$ cat config.mk
export PLATFORM = sky130hd
export DESIGN_NAME = bgs_ctrl
export DESIGN_NICKNAME = d
export VERILOG_FILES = /design/src/shared/bgs_pkg.sv /design/src/hw/bgs_ctrl.sv /design/src/hw/bgs_sync.sv
export SDC_FILE = /design/constraint.sdc
export NUM_CORES = 1
export LEC_CHECK = 0
export BUFFER_PORTS_ARGS = -buffer_cell sky130_fd_sc_hd__buf_4
export CORE_ASPECT_RATIO = 0.75
export CORE_MARGIN = 5
export CORE_UTILIZATION = 50
export DETAILED_ROUTE_END_ITERATION = 8
export PLACE_DENSITY = 0.63
export SLEW_MARGIN = 30
export SYNTH_ARGS = -nofsm -noshare
export SYNTH_HDL_FRONTEND = slang
export SYNTH_SLANG_ARGS = --single-unit
$ cat constraint.sdc
create_clock -name clock -period 7.24 [get_ports clock]
set_input_delay 0.362 -clock clock [delete_from_list [all_inputs] [get_ports clock]]
set_output_delay 0.362 -clock clock [all_outputs]
set_load 0.005 [all_outputs]
$ cat src/shared/bgs_pkg.sv
package bgs_pkg;
    // Clock rate and period
    localparam int CLK_HZ = 10000000;
    localparam int CLK_NS = 1000000000 / CLK_HZ;
    // Switching period, 2 MHz
    localparam int PWM_PERIOD_NS = 500;
    localparam int PWM_PERIOD_CYC = PWM_PERIOD_NS / CLK_NS;
    // Bootstrap pre-charge train
    localparam int BOOT_PULSES = 8;
    localparam int BOOT_WIDTH_NS = 250;
    localparam int BOOT_WIDTH_CYC = (BOOT_WIDTH_NS + CLK_NS - 1) / CLK_NS;
    localparam int BOOT_PERIOD_NS = 2000;
    localparam int BOOT_PERIOD_CYC = BOOT_PERIOD_NS / CLK_NS;
    // Low input long on-time and short off-time
    localparam int LOWIN_ON_NS = 16000;
    localparam int LOWIN_ON_CYC = LOWIN_ON_NS / CLK_NS;
    localparam int LOWIN_OFF_NS = 200;
    localparam int LOWIN_OFF_CYC = (LOWIN_OFF_NS + CLK_NS - 1) / CLK_NS;
    // Switch-node wait and forced low-side width
    localparam int SW_WAIT_NS = 70;
    localparam int SW_WAIT_CYC = (SW_WAIT_NS / CLK_NS) < 1 ? 1 : SW_WAIT_NS / CLK_NS;
    localparam int FORCE_LS_NS = 100;
    localparam int FORCE_LS_CYC = (FORCE_LS_NS + CLK_NS - 1) / CLK_NS;
    // Minimum high-side off time in the normal period
    localparam int MIN_OFF_CYC = 1;
    // Enable-low to switching stop
    localparam int EN_OFF_NS = 15000;
    localparam int EN_OFF_CYC = EN_OFF_NS / CLK_NS;
    // Overvoltage discharge response
    localparam int OV_DIS_NS = 2700;
    localparam int OV_DIS_CYC = OV_DIS_NS / CLK_NS;
    // Slow restart burst: up to three pulses at a quarter rate
    localparam int BURST_PULSES = 3;
    localparam int BURST_DIV = 4;
    // Counter widths
    localparam int CNT_W = 16;
    localparam int DLY_W = 32;
    // Reset release: delay ms = 9.9 / (4 * current mA), in cycles per tenth-unit
    localparam int RST_NUM_X10 = 99;
    localparam int RST_DEN = 4;
    // Drive state
    typedef enum logic [2:0] {
        BGS_OFF = 3'b000,
        BGS_DELAY = 3'b001,
        BGS_BOOT = 3'b011,
        BGS_RUN = 3'b010,
        BGS_STOP = 3'b110
    } bgs_state_t;
    // Switching phase
    typedef enum logic [1:0] {
        PH_ON = 2'b00,
        PH_WAIT = 2'b01,
        PH_LS = 2'b11
    } bgs_phase_t;
endpackage

$ cat src/hw/bgs_ctrl.sv
`timescale 1ns/100ps
module bgs_ctrl
    import bgs_pkg::*;
#(
    parameter int SSDLY_CYC = 10000,
    parameter int RES_FILT = 4,
    parameter int EN_FILT = 4
) (
    // Clock and reset
    input wire logic clock,
    input wire logic rst,
    // Enable pin and comparator flags
    input wire logic enable_pin,
    input wire logic cur_limit,
    input wire logic sw_low,
    input wire logic out_below_uv,
    input wire logic out_above_ov,
    input wire logic out_below_reg,
    input wire logic out_near_zero,
    input wire logic low_input_condition,
    input wire logic comp_low,
    input wire logic pwm_demand_end,
    input wire logic diode_emulation,
    // Reset pin current in microamps
    input wire logic [9:0] reset_pin_current,
    // Gate drives
    output logic high_side_gate,
    output logic low_side_gate,
    // Open-drain reset pin
    output logic reset_out_n_pin_o,
    output logic reset_out_n_pin_oe,
    // Discharge and status
    output logic ov_discharge_en,
    output logic softstart_go,
    output logic low_iq_mode,
    output logic [1:0] clamp_sel
);
    logic en_s, cl_s, sw_s, uv_s, ov_s, reg_s, nz_s, li_s, cmp_s, de_end_s, de_s;
    bgs_state_t st_r, st_nxt;
    bgs_phase_t ph_r, ph_nxt;
    logic [CNT_W-1:0] per_r, per_nxt, tm_r, tm_nxt;
    logic [DLY_W-1:0] dly_r, dly_nxt;
    logic [3:0] bcnt_r, bcnt_nxt;
    logic [1:0] burst_r, burst_nxt;
    logic skip_r, skip_nxt, hs_r, hs_nxt, ls_r, ls_nxt, lsk_r, lsk_nxt;
    logic [DLY_W-1:0] rdly_r, rdly_nxt;
    logic [7:0] rfilt_r, rfilt_nxt;
    logic rst_lo_r, rst_lo_nxt;
    logic [CNT_W-1:0] ov_cnt_r, ov_cnt_nxt;
    logic ovd_r, ovd_nxt;
    logic [DLY_W-1:0] rel_cyc;
    logic tick;

    // Every flag is synchronised before use, enable gets a longer filter
    bgs_sync #(.FILT(EN_FILT)) u_en (.clock(clock), .rst(rst), .raw(enable_pin), .filt(en_s));
    bgs_sync u_cl (.clock(clock), .rst(rst), .raw(cur_limit), .filt(cl_s));
    bgs_sync u_sw (.clock(clock), .rst(rst), .raw(sw_low), .filt(sw_s));
    bgs_sync u_uv (.clock(clock), .rst(rst), .raw(out_below_uv), .filt(uv_s));
    bgs_sync u_ov (.clock(clock), .rst(rst), .raw(out_above_ov), .filt(ov_s));
    bgs_sync u_rg (.clock(clock), .rst(rst), .raw(out_below_reg), .filt(reg_s));
    bgs_sync u_nz (.clock(clock), .rst(rst), .raw(out_near_zero), .filt(nz_s));
    bgs_sync u_li (.clock(clock), .rst(rst), .raw(low_input_condition), .filt(li_s));
    bgs_sync u_cm (.clock(clock), .rst(rst), .raw(comp_low), .filt(cmp_s));
    bgs_sync u_de (.clock(clock), .rst(rst), .raw(pwm_demand_end), .filt(de_end_s));
    bgs_sync u_dm (.clock(clock), .rst(rst), .raw(diode_emulation), .filt(de_s));

    // Oscillator tick, every switching period (runs in all active states)
    assign tick = (per_r == CNT_W'(PWM_PERIOD_CYC - 1));

    // Release delay: 9.9/(4*I mA) ms = 9.9*CLK_HZ/(4*I uA) cycles; none at 500 uA and up
    always_comb
    begin
        if (reset_pin_current >= 10'd500 || reset_pin_current == 10'd0)
            rel_cyc = '0;
        else
            rel_cyc = DLY_W'((RST_NUM_X10 * (CLK_HZ / 10)) / (RST_DEN * int'(reset_pin_current)));
    end

    // Sequencer next state
    always_comb
    begin
        st_nxt = st_r;
        ph_nxt = ph_r;
        per_nxt = tick ? '0 : per_r + CNT_W'(1);
        tm_nxt = tm_r;
        dly_nxt = dly_r;
        bcnt_nxt = bcnt_r;
        burst_nxt = burst_r;
        skip_nxt = skip_r;
        lsk_nxt = lsk_r;
        hs_nxt = 1'b0;
        ls_nxt = 1'b0;
        case (st_r)
            BGS_OFF:
            begin
                per_nxt = '0;
                if (en_s)
                begin
                    st_nxt = BGS_DELAY;
                    dly_nxt = '0;
                end
            end
            BGS_DELAY:
            begin
                dly_nxt = dly_r + DLY_W'(1);
                if (!en_s)
                    st_nxt = BGS_OFF;
                else if (dly_r >= DLY_W'(SSDLY_CYC - 1))
                begin
                    st_nxt = nz_s ? BGS_RUN : BGS_BOOT;
                    tm_nxt = '0;
                    bcnt_nxt = '0;
                    ph_nxt = PH_ON;
                    skip_nxt = 1'b0;
                    burst_nxt = 2'd0;
                end
            end
            BGS_BOOT:
            begin
                // Low-side only, high-side held off
                tm_nxt = tm_r + CNT_W'(1);
                ls_nxt = (tm_r < CNT_W'(BOOT_WIDTH_CYC));
                if (tm_r == CNT_W'(BOOT_PERIOD_CYC - 1))
                begin
                    tm_nxt = '0;
                    bcnt_nxt = bcnt_r + 4'd1;
                    if (bcnt_r == 4'(BOOT_PULSES - 1))
                    begin
                        st_nxt = BGS_RUN;
                        ph_nxt = PH_ON;
                    end
                end
                if (!en_s)
                begin
                    st_nxt = BGS_STOP;
                    dly_nxt = '0;
                end
            end
            BGS_RUN, BGS_STOP:
            begin
                tm_nxt = tm_r + CNT_W'(1);
                // Period count paces the quarter-rate burst
                if (tick)
                    bcnt_nxt = bcnt_r + 4'd1;
                // Pulse skip from error amp low, not from current sense
                if (cmp_s && de_s && !skip_r)
                    skip_nxt = 1'b1;
                else if (skip_r && !cmp_s)
                begin
                    skip_nxt = 1'b0;
                    burst_nxt = 2'(BURST_PULSES);
                end
                case (ph_r)
                    PH_ON:
                    begin
                        hs_nxt = 1'b1;
                        if (cl_s)
                        begin
                            hs_nxt = 1'b0;
                            ph_nxt = PH_WAIT;
                            tm_nxt = '0;
                        end
                        else if (li_s && reg_s)
                        begin
                            if (tm_r >= CNT_W'(LOWIN_ON_CYC - 1))
                            begin
                                hs_nxt = 1'b0;
                                ph_nxt = PH_WAIT;
                                tm_nxt = '0;
                            end
                        end
                        else if (de_end_s || (per_r >= CNT_W'(PWM_PERIOD_CYC - 1 - MIN_OFF_CYC) && !li_s))
                        begin
                            hs_nxt = 1'b0;
                            ph_nxt = PH_WAIT;
                            tm_nxt = '0;
                        end
                        // Pulse skip ends the on-time at once; during a burst it ends at half a period
                        if (skip_r || (burst_r != 2'd0 && tm_r >= CNT_W'(PWM_PERIOD_CYC / 2)))
                        begin
                            hs_nxt = 1'b0;
                            ph_nxt = PH_WAIT;
                            tm_nxt = '0;
                        end
                    end
                    PH_WAIT:
                    begin
                        // Switch node must fall within the wait window
                        if (sw_s)
                        begin
                            ls_nxt = 1'b1;
                            ph_nxt = PH_LS;
                            lsk_nxt = 1'b0;
                        end
                        else if (tm_r >= CNT_W'(SW_WAIT_CYC - 1))
                        begin
                            ls_nxt = 1'b1;
                            ph_nxt = PH_LS;
                            lsk_nxt = 1'b1;
                            tm_nxt = '0;
                        end
                    end
                    default:
                    begin
                        // Forced pulse is fixed width; normal low side lasts to next start
                        ls_nxt = lsk_r ? (tm_r < CNT_W'(FORCE_LS_CYC - 1)) : 1'b1;
                        if (lsk_r && tm_r >= CNT_W'(FORCE_LS_CYC - 1))
                            lsk_nxt = 1'b0;
                        // Off time counts from the high side falling, or from the forced pulse when the node stays high
                        if (tick || (li_s && reg_s && tm_r >= CNT_W'(LOWIN_OFF_CYC - 2)))
                        begin
                            if (burst_r != 2'd0 && bcnt_r[1:0] != 2'b00)
                                ph_nxt = PH_LS; // quarter-rate burst waits
                            else
                            begin
                                ls_nxt = 1'b0;
                                hs_nxt = !skip_r;
                                ph_nxt = PH_ON;
                                tm_nxt = '0;
                                if (burst_r != 2'd0)
                                    burst_nxt = burst_r - 2'd1;
                                if (cl_s)
                                begin
                                    ph_nxt = PH_WAIT;
                                    ls_nxt = 1'b1;
                                    hs_nxt = 1'b0;
                                end
                            end
                        end
                    end
                endcase
                if (st_r == BGS_RUN && !en_s)
                begin
                    st_nxt = BGS_STOP;
                    dly_nxt = '0;
                end
                else if (st_r == BGS_STOP)
                begin
                    dly_nxt = dly_r + DLY_W'(1);
                    if (dly_r >= DLY_W'(EN_OFF_CYC - 1))
                    begin
                        st_nxt = BGS_OFF;
                        hs_nxt = 1'b0;
                        ls_nxt = 1'b0;
                    end
                    else if (en_s)
                        st_nxt = BGS_RUN;
                end
            end
            default: st_nxt = BGS_OFF;
        endcase
    end

    // Reset output filter, release delay and overvoltage discharge
    always_comb
    begin
        rst_lo_nxt = rst_lo_r;
        rfilt_nxt = '0;
        rdly_nxt = '0;
        ov_cnt_nxt = '0;
        ovd_nxt = 1'b0;
        if (st_r == BGS_OFF)
            rst_lo_nxt = 1'b1;
        else if (uv_s || ov_s)
        begin
            rfilt_nxt = rfilt_r + 8'h01;
            if (rfilt_r >= 8'(RES_FILT - 1))
            begin
                rst_lo_nxt = 1'b1;
                rfilt_nxt = rfilt_r;
            end
        end
        else if (rst_lo_r)
        begin
            rdly_nxt = rdly_r + DLY_W'(1);
            if (rdly_r >= rel_cyc)
                rst_lo_nxt = 1'b0;
        end
        // Discharge engages well inside the response limit
        if (ov_s && st_r != BGS_OFF)
        begin
            ov_cnt_nxt = (ov_cnt_r < CNT_W'(OV_DIS_CYC)) ? ov_cnt_r + CNT_W'(1) : ov_cnt_r;
            ovd_nxt = 1'b1;
        end
    end

    // Registers
    always_ff @(posedge clock or posedge rst)
    begin
        if (rst)
        begin
            st_r <= BGS_OFF;
            ph_r <= PH_ON;
            per_r <= '0;
            tm_r <= '0;
            dly_r <= '0;
            bcnt_r <= 4'h0;
            burst_r <= 2'h0;
            skip_r <= 1'b0;
            lsk_r <= 1'b0;
            hs_r <= 1'b0;
            ls_r <= 1'b0;
            rdly_r <= '0;
            rfilt_r <= 8'h00;
            rst_lo_r <= 1'b1;
            ov_cnt_r <= '0;
            ovd_r <= 1'b0;
        end
        else
        begin
            st_r <= st_nxt;
            ph_r <= ph_nxt;
            per_r <= per_nxt;
            tm_r <= tm_nxt;
            dly_r <= dly_nxt;
            bcnt_r <= bcnt_nxt;
            burst_r <= burst_nxt;
            skip_r <= skip_nxt;
            lsk_r <= lsk_nxt;
            hs_r <= hs_nxt;
            ls_r <= ls_nxt;
            rdly_r <= rdly_nxt;
            rfilt_r <= rfilt_nxt;
            rst_lo_r <= rst_lo_nxt;
            ov_cnt_r <= ov_cnt_nxt;
            ovd_r <= ovd_nxt;
        end
    end

    // Outputs; gates never overlap since only one is set per phase
    assign high_side_gate = hs_r && !ls_r;
    assign low_side_gate = ls_r;
    assign reset_out_n_pin_o = 1'b0;
    assign reset_out_n_pin_oe = rst_lo_r;
    assign ov_discharge_en = ovd_r;
    assign softstart_go = (st_r == BGS_RUN);
    assign low_iq_mode = skip_r && de_s;
    // Clamp: 0 none, 1 skip level, 2 burst level
    assign clamp_sel = (st_r != BGS_RUN) ? 2'd0 : (burst_r != 2'd0) ? 2'd2 : skip_r ? 2'd1 : 2'd0;

    // Checks
    property p_boot_no_hs;
        @(posedge clock) disable iff (rst) (st_r == BGS_BOOT) |-> !high_side_gate;
    endproperty
    a_boot_no_hs: assert property (p_boot_no_hs) else $error("high side during pre-charge");

    property p_cl_ends;
        @(posedge clock) disable iff (rst) (st_r == BGS_RUN && ph_r == PH_ON && cl_s) |=> !high_side_gate;
    endproperty
    a_cl_ends: assert property (p_cl_ends) else $error("current limit did not end on-time");

    property p_ov_dis;
        @(posedge clock) disable iff (rst) (ov_s && st_r != BGS_OFF) |=> ov_discharge_en;
    endproperty
    a_ov_dis: assert property (p_ov_dis) else $error("discharge not enabled");

    property p_off_quiet;
        @(posedge clock) disable iff (rst) (st_r == BGS_OFF) |=> !high_side_gate && !low_side_gate;
    endproperty
    a_off_quiet: assert property (p_off_quiet) else $error("gates active in shutdown");

    property p_force_ls;
        @(posedge clock) disable iff (rst) (ph_r == PH_WAIT && !sw_s && tm_r == '0 && st_r == BGS_RUN) |=> ##[0:1] low_side_gate;
    endproperty
    a_force_ls: assert property (p_force_ls) else $error("low side not forced");

    property p_reset_low;
        @(posedge clock) disable iff (rst) (uv_s && st_r == BGS_RUN) [*4] |=> reset_out_n_pin_oe;
    endproperty
    a_reset_low: assert property (p_reset_low) else $error("reset not asserted");

    property p_stop_bound;
        @(posedge clock) disable iff (rst) (st_r == BGS_STOP && $past(st_r) == BGS_RUN && !en_s) |-> ##[1:151] (st_r != BGS_STOP);
    endproperty
    a_stop_bound: assert property (p_stop_bound) else $error("switching did not stop");

    property p_no_overlap;
        @(posedge clock) disable iff (rst) !(high_side_gate && low_side_gate);
    endproperty
    a_no_overlap: assert property (p_no_overlap) else $error("gate overlap");

    property p_delay;
        @(posedge clock) disable iff (rst) $rose(en_s) && st_r == BGS_OFF |=> !softstart_go [*8];
    endproperty
    a_delay: assert property (p_delay) else $error("soft-start before delay");
endmodule

$ cat src/hw/bgs_sync.sv
`timescale 1ns/100ps
// Two-flop synchroniser with a settle filter on the clean side
module bgs_sync #(
    parameter int FILT = 1
) (
    // Clock and reset
    input wire logic clock,
    input wire logic rst,
    // Raw level and filtered level
    input wire logic raw,
    output logic filt
);
    logic meta_r;
    logic sync_r;
    logic [7:0] cnt_r;
    logic [7:0] cnt_nxt;
    logic filt_nxt;

    // Filter counts agreement of the clean sample before switching
    always_comb
    begin
        cnt_nxt = 8'h00;
        filt_nxt = filt;
        if (sync_r != filt)
        begin
            cnt_nxt = cnt_r + 8'h01;
            if (cnt_r >= 8'(FILT - 1))
            begin
                filt_nxt = sync_r;
                cnt_nxt = 8'h00;
            end
        end
    end

    // Metastable flop feeds only the second flop
    always_ff @(posedge clock or posedge rst)
    begin
        if (rst)
        begin
            meta_r <= 1'b0;
            sync_r <= 1'b0;
            cnt_r <= 8'h00;
            filt <= 1'b0;
        end
        else
        begin
            meta_r <= raw;
            sync_r <= meta_r;
            cnt_r <= cnt_nxt;
            filt <= filt_nxt;
        end
    end
endmodule

# Word level (Yosys, flattened, before mapping)
# Cells that the tools add are included.
# word_totals
input_bits	23
out_inout_bits	9
wordCells	327
regBits	242
# classes
reduce_logical	54
addsub	18
eq_ne	40
order_cmp	22
bitwise_logic	1
n_div	1
mux	132
# ops
operator	count
$mux W32	8
$mux W16	14
$mux W8	25
$pmux W32 S4	1
$add A8 B1 Y8 const B	12
$ge A8 B1 Y1 const B	10
$add A32 B1 Y32 const B	2
$pmux W16 S3	1
$mux W2	21
$mux W1	37
$add A16 B1 Y16 const B	2
$div A28 B13 Y32 const A	1
$ge A16 B2 Y1 const B	2
$ge A32 B14 Y1 const B	1
$ge A32 B32 Y1	1
$ge A32 B8 Y1 const B	1
$pmux W16 S2	1
$mux W3	10
$reduce_and A2 Y1	11
$ne A3 B3 Y1 const B	6
$eq A16 B3 Y1 const B	1
$eq A16 B5 Y1 const B	1
$ge A16 B1 Y1 const B	1
$ge A16 B8 Y1 const B	1
other kinds (40)	97

# Logic depth before layout (Yosys ltp)
# logic_depth
depth_word	12
ltp_mapped	441
depth_no_buf	400

# Modules after synthesis
# A second synthesis with hierarchy kept.
# hier_totals
cells_unflattened	3803
area_unflattened_um2	28377.2
# modules_own_cells
mod	instances	cells_per_inst	area_each_um2	seq_area_each_um2
bgs_ctrl	1	3730	27194.8	3029.2
bgs_sync (u_cl ...)	10	5	82.6	75.1
bgs_sync (u_en)	1	23	356.6	275.3

# Worst setup path after synthesis
# Ideal clock, no wire load.
# synth_timing
path_kind	in2reg
startpoint	input reset_pin_current[0]
endpoint	register rst_lo_r (netlist: reset_out_n_pin_oe)
path_slack_ns	-69.214
required_ns	7.180
path_stages	423
arrival_time_ns	76.394
cell_sequence	buf_2 -> inv_2 -> buf_2 -> buf_1 -> ha_1 -> clkbuf_1 -> and4_1 -> ha_1 -> o41a_1 -> nor4_1 -> ha_1 -> o211ai_1 -> nand2_1 -> o32a_1 -> nor2_1 -> ha_1 -> o21ai_0 -> a22o_1 -> [... 387 more ...] -> nor2b_1 -> o21ai_0 -> nand2b_1 -> a21oi_1 -> nor2b_1 -> o21ai_0 -> nand2b_1 -> a21oi_1 -> o21ai_0 -> a21oi_1 -> nor2b_1 -> o21ai_0 -> nand2b_1 -> a21oi_1 -> o31ai_1 -> nand2_1 -> o21ai_0 -> nand2_1
# synth_between
elab_chain_cells	8
word_cells_on_any_way	10
cone_classes	div: 1; order compare: 2; mux: 5; reduce/logical: 2
# synth_lines
item	line	text
from (decl)	bgs_ctrl.sv:25	input wire logic [9:0] reset_pin_current,
parallel branches: the longest is 2 deep, another holds $div A28 B13 Y32	--	
$mux W32 (*)	bgs_ctrl.sv:73	if (reset_pin_current >= 10'd500 || reset_pin_current == 10'd0)
$ge A32 B32 Y1 (*)	bgs_ctrl.sv:276	if (rdly_r >= rel_cyc)
$mux W1 (*)	bgs_ctrl.sv:276	
$mux W1 (*)	bgs_ctrl.sv:273	else if (rst_lo_r)
$mux W1 (*)	bgs_ctrl.sv:264	else if (uv_s || ov_s)
$mux W1 (*)	bgs_ctrl.sv:262	if (st_r == BGS_OFF)
to (signal assigned)	bgs_ctrl.sv:324	rst_lo_r <= rst_lo_nxt;
to (decl)	bgs_ctrl.sv:48	logic rst_lo_r, rst_lo_nxt;
# Every way passes the cells marked *.
# A chain may end at the register's enable or synchronous reset.

# Final worst setup path
# layout_timing
startpoint	input reset_pin_current[8]
endpoint	register rst_lo_r (netlist: reset_out_n_pin_oe)
# Same word-level chain as after synthesis.

==> flow_metrics.py <==
metrics = {
    "floorplanning": {
        "rows": 76,
        "core_region_area_sq_mm": 0.0571,
        "fp.dieH_um": 217,
        "fp.dieW_um": 286,
        "start_util_pct": 50.2,
        "io_pins": 32,
        "die_area_sq_mm": 0.0622,
    },
    "sta": {
        "setup_viol": 1,
        "hold_viol_final": 0,
        "relSlewSlack_pct": 50.1,
        "rsz0062_at_grt": "true",
        "finalMaxSlewViolations": 0,
        "max_freq_ghz": 0.0153,
        "period_minus_slack_ns": 65.38,
        "setup_slack_ns": -58.14,
        "period_share_pct": 903,
        "worst_pin_slew_ns": 0.748,
        "finClkSkew_ns": 0.0179,
    },
    "setup_path": {
        "critPathLaunchType": "primary input",
        "critPathMaxFanout": 19,
        "critPathLaunch": "reset_pin_current[8]",
        "critPathMaxStageDelay_ns": 0.52,
        "end_kind": "flop",
        "crit_path_top_delay_cell": "or4_4",
        "path_common_cell": "a21o_1",
        "cp.required_ns": 7.62,
        "reg2reg_from": "rdly_r[0]",
        "critical_path_class": "in -> reg",
        "worstRegToRegCells": 33,
        "cp_data_arrival_time_ns": 65.76,
    },
    "global_routing": {
        "grt_pass1_wl_um": 176000,
        "grt_usage_pct": 33.4,
        "antenna_found_initial": 1,
        "grt_max_degree": 99,
        "overflow": 0,
        "grt_pass1_vias": 34514,
    },
    "clock_network": {
        "insertion_delay_ns": 0.46,
        "cts_tree": "built",
        "clk_path_buf_depth": 2,
        "h-tree-depth": 4,
        "cts_sinks": 162,
        "root_buffer": "clkbuf_16",
        "cts_buffers": 17,
        "clk_pin_slew_worst_paths_ns": 0.07,
    },
    "final_layout": {
        "syn_to_final_growth_pct": 54.1,
        "utilization_pct": 77.3,
        "layout.nets": 5662,
        "layout-drive-gt1-share_pct": 39.8,
    },
    "yosys": {
        "ys_types": 140,
        "syn_area_sq_mm": 0.0286,
        "synth_edf_count": 0,
        "netlist_instances": 3829,
        "yosysWarnings": 0,
        "ys_seq_area_share_pct": 14.2,
        "ys_ff_latch": 162,
        "async_reset_ff_share_pct": 100,
        "ys.flop_type": "dfrtp_1",
        "avgSynthCellArea_sq_um": 7.47,
    },
    "routing": {
        "vias_per_cell": 5.96,
        "initialDrtViolationCount": 3586,
        "drt-pass1-iter-count": 6,
        "vias": 36547,
        "drc": 0,
        "wirelength_um": 111000,
        "wl_per_cell_um": 18.1,
        "drtAntennaViolNets": 0,
    },
    "min_path": {
        "min_from": "comp_low",
        "hp-class": "in -> reg",
        "hold_depth": 1,
    },
    "placement": {
        "io_buffers": 30,
        "hpwl_um": 81000,
        "place_congestion": 0.971,
    },
    "status": {
        "violations": "setup timing",
        "status": "finished with violations",
    },
    "job": {
        "maxCapViolations": 0,
    },
}
cell families (layout without fill, tap and decap cells):
group / count (synthesis) / in the layout / synth area share [%]
buffers and inverters: 225 / 1772 / 3.20
xor gates and xnor gates: 262 / 262 / 8.09
other: 2 / 12 / 0.0262
adders and majority gates: 266 / 266 / 11.6
DFF: 162 / 162 / 14.2
and+or+nand+nor: 1585 / 1585 / 28.7
muxes: 104 / 104 / 4.13
AOI/OAI and AO/OA: 1223 / 1224 / 30.0
cells in the mapped netlist (all sizes together), types with 13 or more instances:
| cell type | instances | area, sq um |
|---|---|---|
| xnor2 | 138 | 1220 |
| inv | 100 | 375 |
| dfrtp | 161 | 4030 |
| ha | 266 | 3330 |
| o22ai | 13 | 81.3 |
| nor3 | 116 | 639 |
| xor2 | 123 | 1080 |
| a41oi | 13 | 121 |
| nand4 | 49 | 332 |
| a21oi | 288 | 1470 |
| nand2 | 325 | 1220 |
| clkbuf | 84 | 315 |
| and4 | 21 | 184 |
| a211oi | 47 | 378 |
| a21boi | 21 | 158 |
| o21ai | 226 | 1140 |
| buf | 41 | 224 |
| nand2b | 100 | 626 |
| nor2b | 50 | 313 |
| and2 | 61 | 382 |
| o211ai | 41 | 327 |
| a2111oi | 16 | 236 |
| o31ai | 54 | 434 |
| and3 | 72 | 457 |
| o31a | 18 | 158 |
| nor2 | 421 | 1590 |
| nor4 | 52 | 434 |
| mux2 | 60 | 691 |
| o21bai | 16 | 120 |
| nand3 | 141 | 743 |
| or3 | 62 | 398 |
| or4 | 26 | 214 |
| a211o | 25 | 219 |
| o2111ai | 17 | 179 |
| a21o | 140 | 1050 |
| or2 | 42 | 263 |
| mux2i | 44 | 490 |
| a31o | 23 | 201 |
| a31oi | 58 | 384 |
| o21a | 66 | 495 |
final timing paths:
kind                                       to  slack, ns
max in group asynchronous           dly_r[10]       6.13
min in group asynchronous            per_r[9]       0.03
min                               u_cm.meta_r       0.02
max reg2reg                reset_out_n_pin_oe       3.11
min reg2reg                         u_nz.filt       0.35
max                        reset_out_n_pin_oe     -58.14
worst max-delay path, delay by kind of cell:
kind | cells | cell delay (ns)
compound gates | 185 | 30.85
mux | 4 | 1.17
fa+ha+maj | 28 | 8.37
buf+inv | 43 | 5.74
simple gates | 130 | 18.71
xor+xnor | 2 | 0.50
repair_timing:
item | CTS | global route
endpoints found under the setup margin | 1 | 1
hold endpoints to repair | 7 | 2
hold buffers | 7 | 2
pin swaps | 181 | 171
setup buffers | 142 | 48
gates resized for setup | 126 | 105
gates cloned | 1 | 0
layout make-up:
cell class                      instances  area, sq um
Antenna cell                            1         2.50
Clock buffer                           17          425
Clock inverter                         15          225
Fill cell                            4155        12900
Inverter                              100          387
Multi-Input combinational cell       3452        25600
Sequential cell                       162         4060
Tap cell                              741          927
Timing Repair Buffer                 1640        12500
metal layers:
| metal | up-vias | track usage, % | part of all wire [%] |
|---|---|---|---|
| li1 | 17516 | - | - |
| met1 | 17241 | 49.4 | 46 |
| met2 | 1536 | 51.8 | 43 |
| met3 | 254 | 5.28 | 8.4 |
| met4 | 0 | 6.43 | 2.3 |
| met5 | - | 0 | 0 |
layout by cell type (no fill, tap or decap), drive strengths merged, types with 116 or more instances in the layout:
master / instances
nand3: 141
nor2: 421
a21oi: 288
a21o: 141
nand2: 325
o21ai: 226
ha: 266
dfrtp: 161
xor2: 123
buf: 1631
nor3: 116
xnor2: 138
registers in the layout (all words and copies together), names as in the netlist, 2 cells and up:
signal,cells
burst_r,2
tm_r,16
per_r,16
bcnt_r,4
st_r,3
ph_r,2
dly_r,32
u_en.cnt_r,8
rfilt_r,8
rdly_r,32
through the flow:
step / cell area, sq um / cells / setup TNS [ns] / hold WS [ns] / setup WS (ns)
global route: 44100 / 6128 / -61.71 / 0.00196 / -61.71
detailed placement: 40800 / 5894 / -58.36 / 0.335 / -58.36
global placement: 40800 / 5894 / -56.25 / 0.332 / -56.25
CTS: 43200 / 6076 / -56.46 / 0.00102 / -56.46
finish: 44100 / 6128 / -58.14 / 0.0159 / -58.14
floorplan: 30000 / 3838 / -60.04 / 0.331 / -60.04
Power is not shown: default switching activity piles up to over one toggle a cycle in this logic, so the estimate is an artifact.
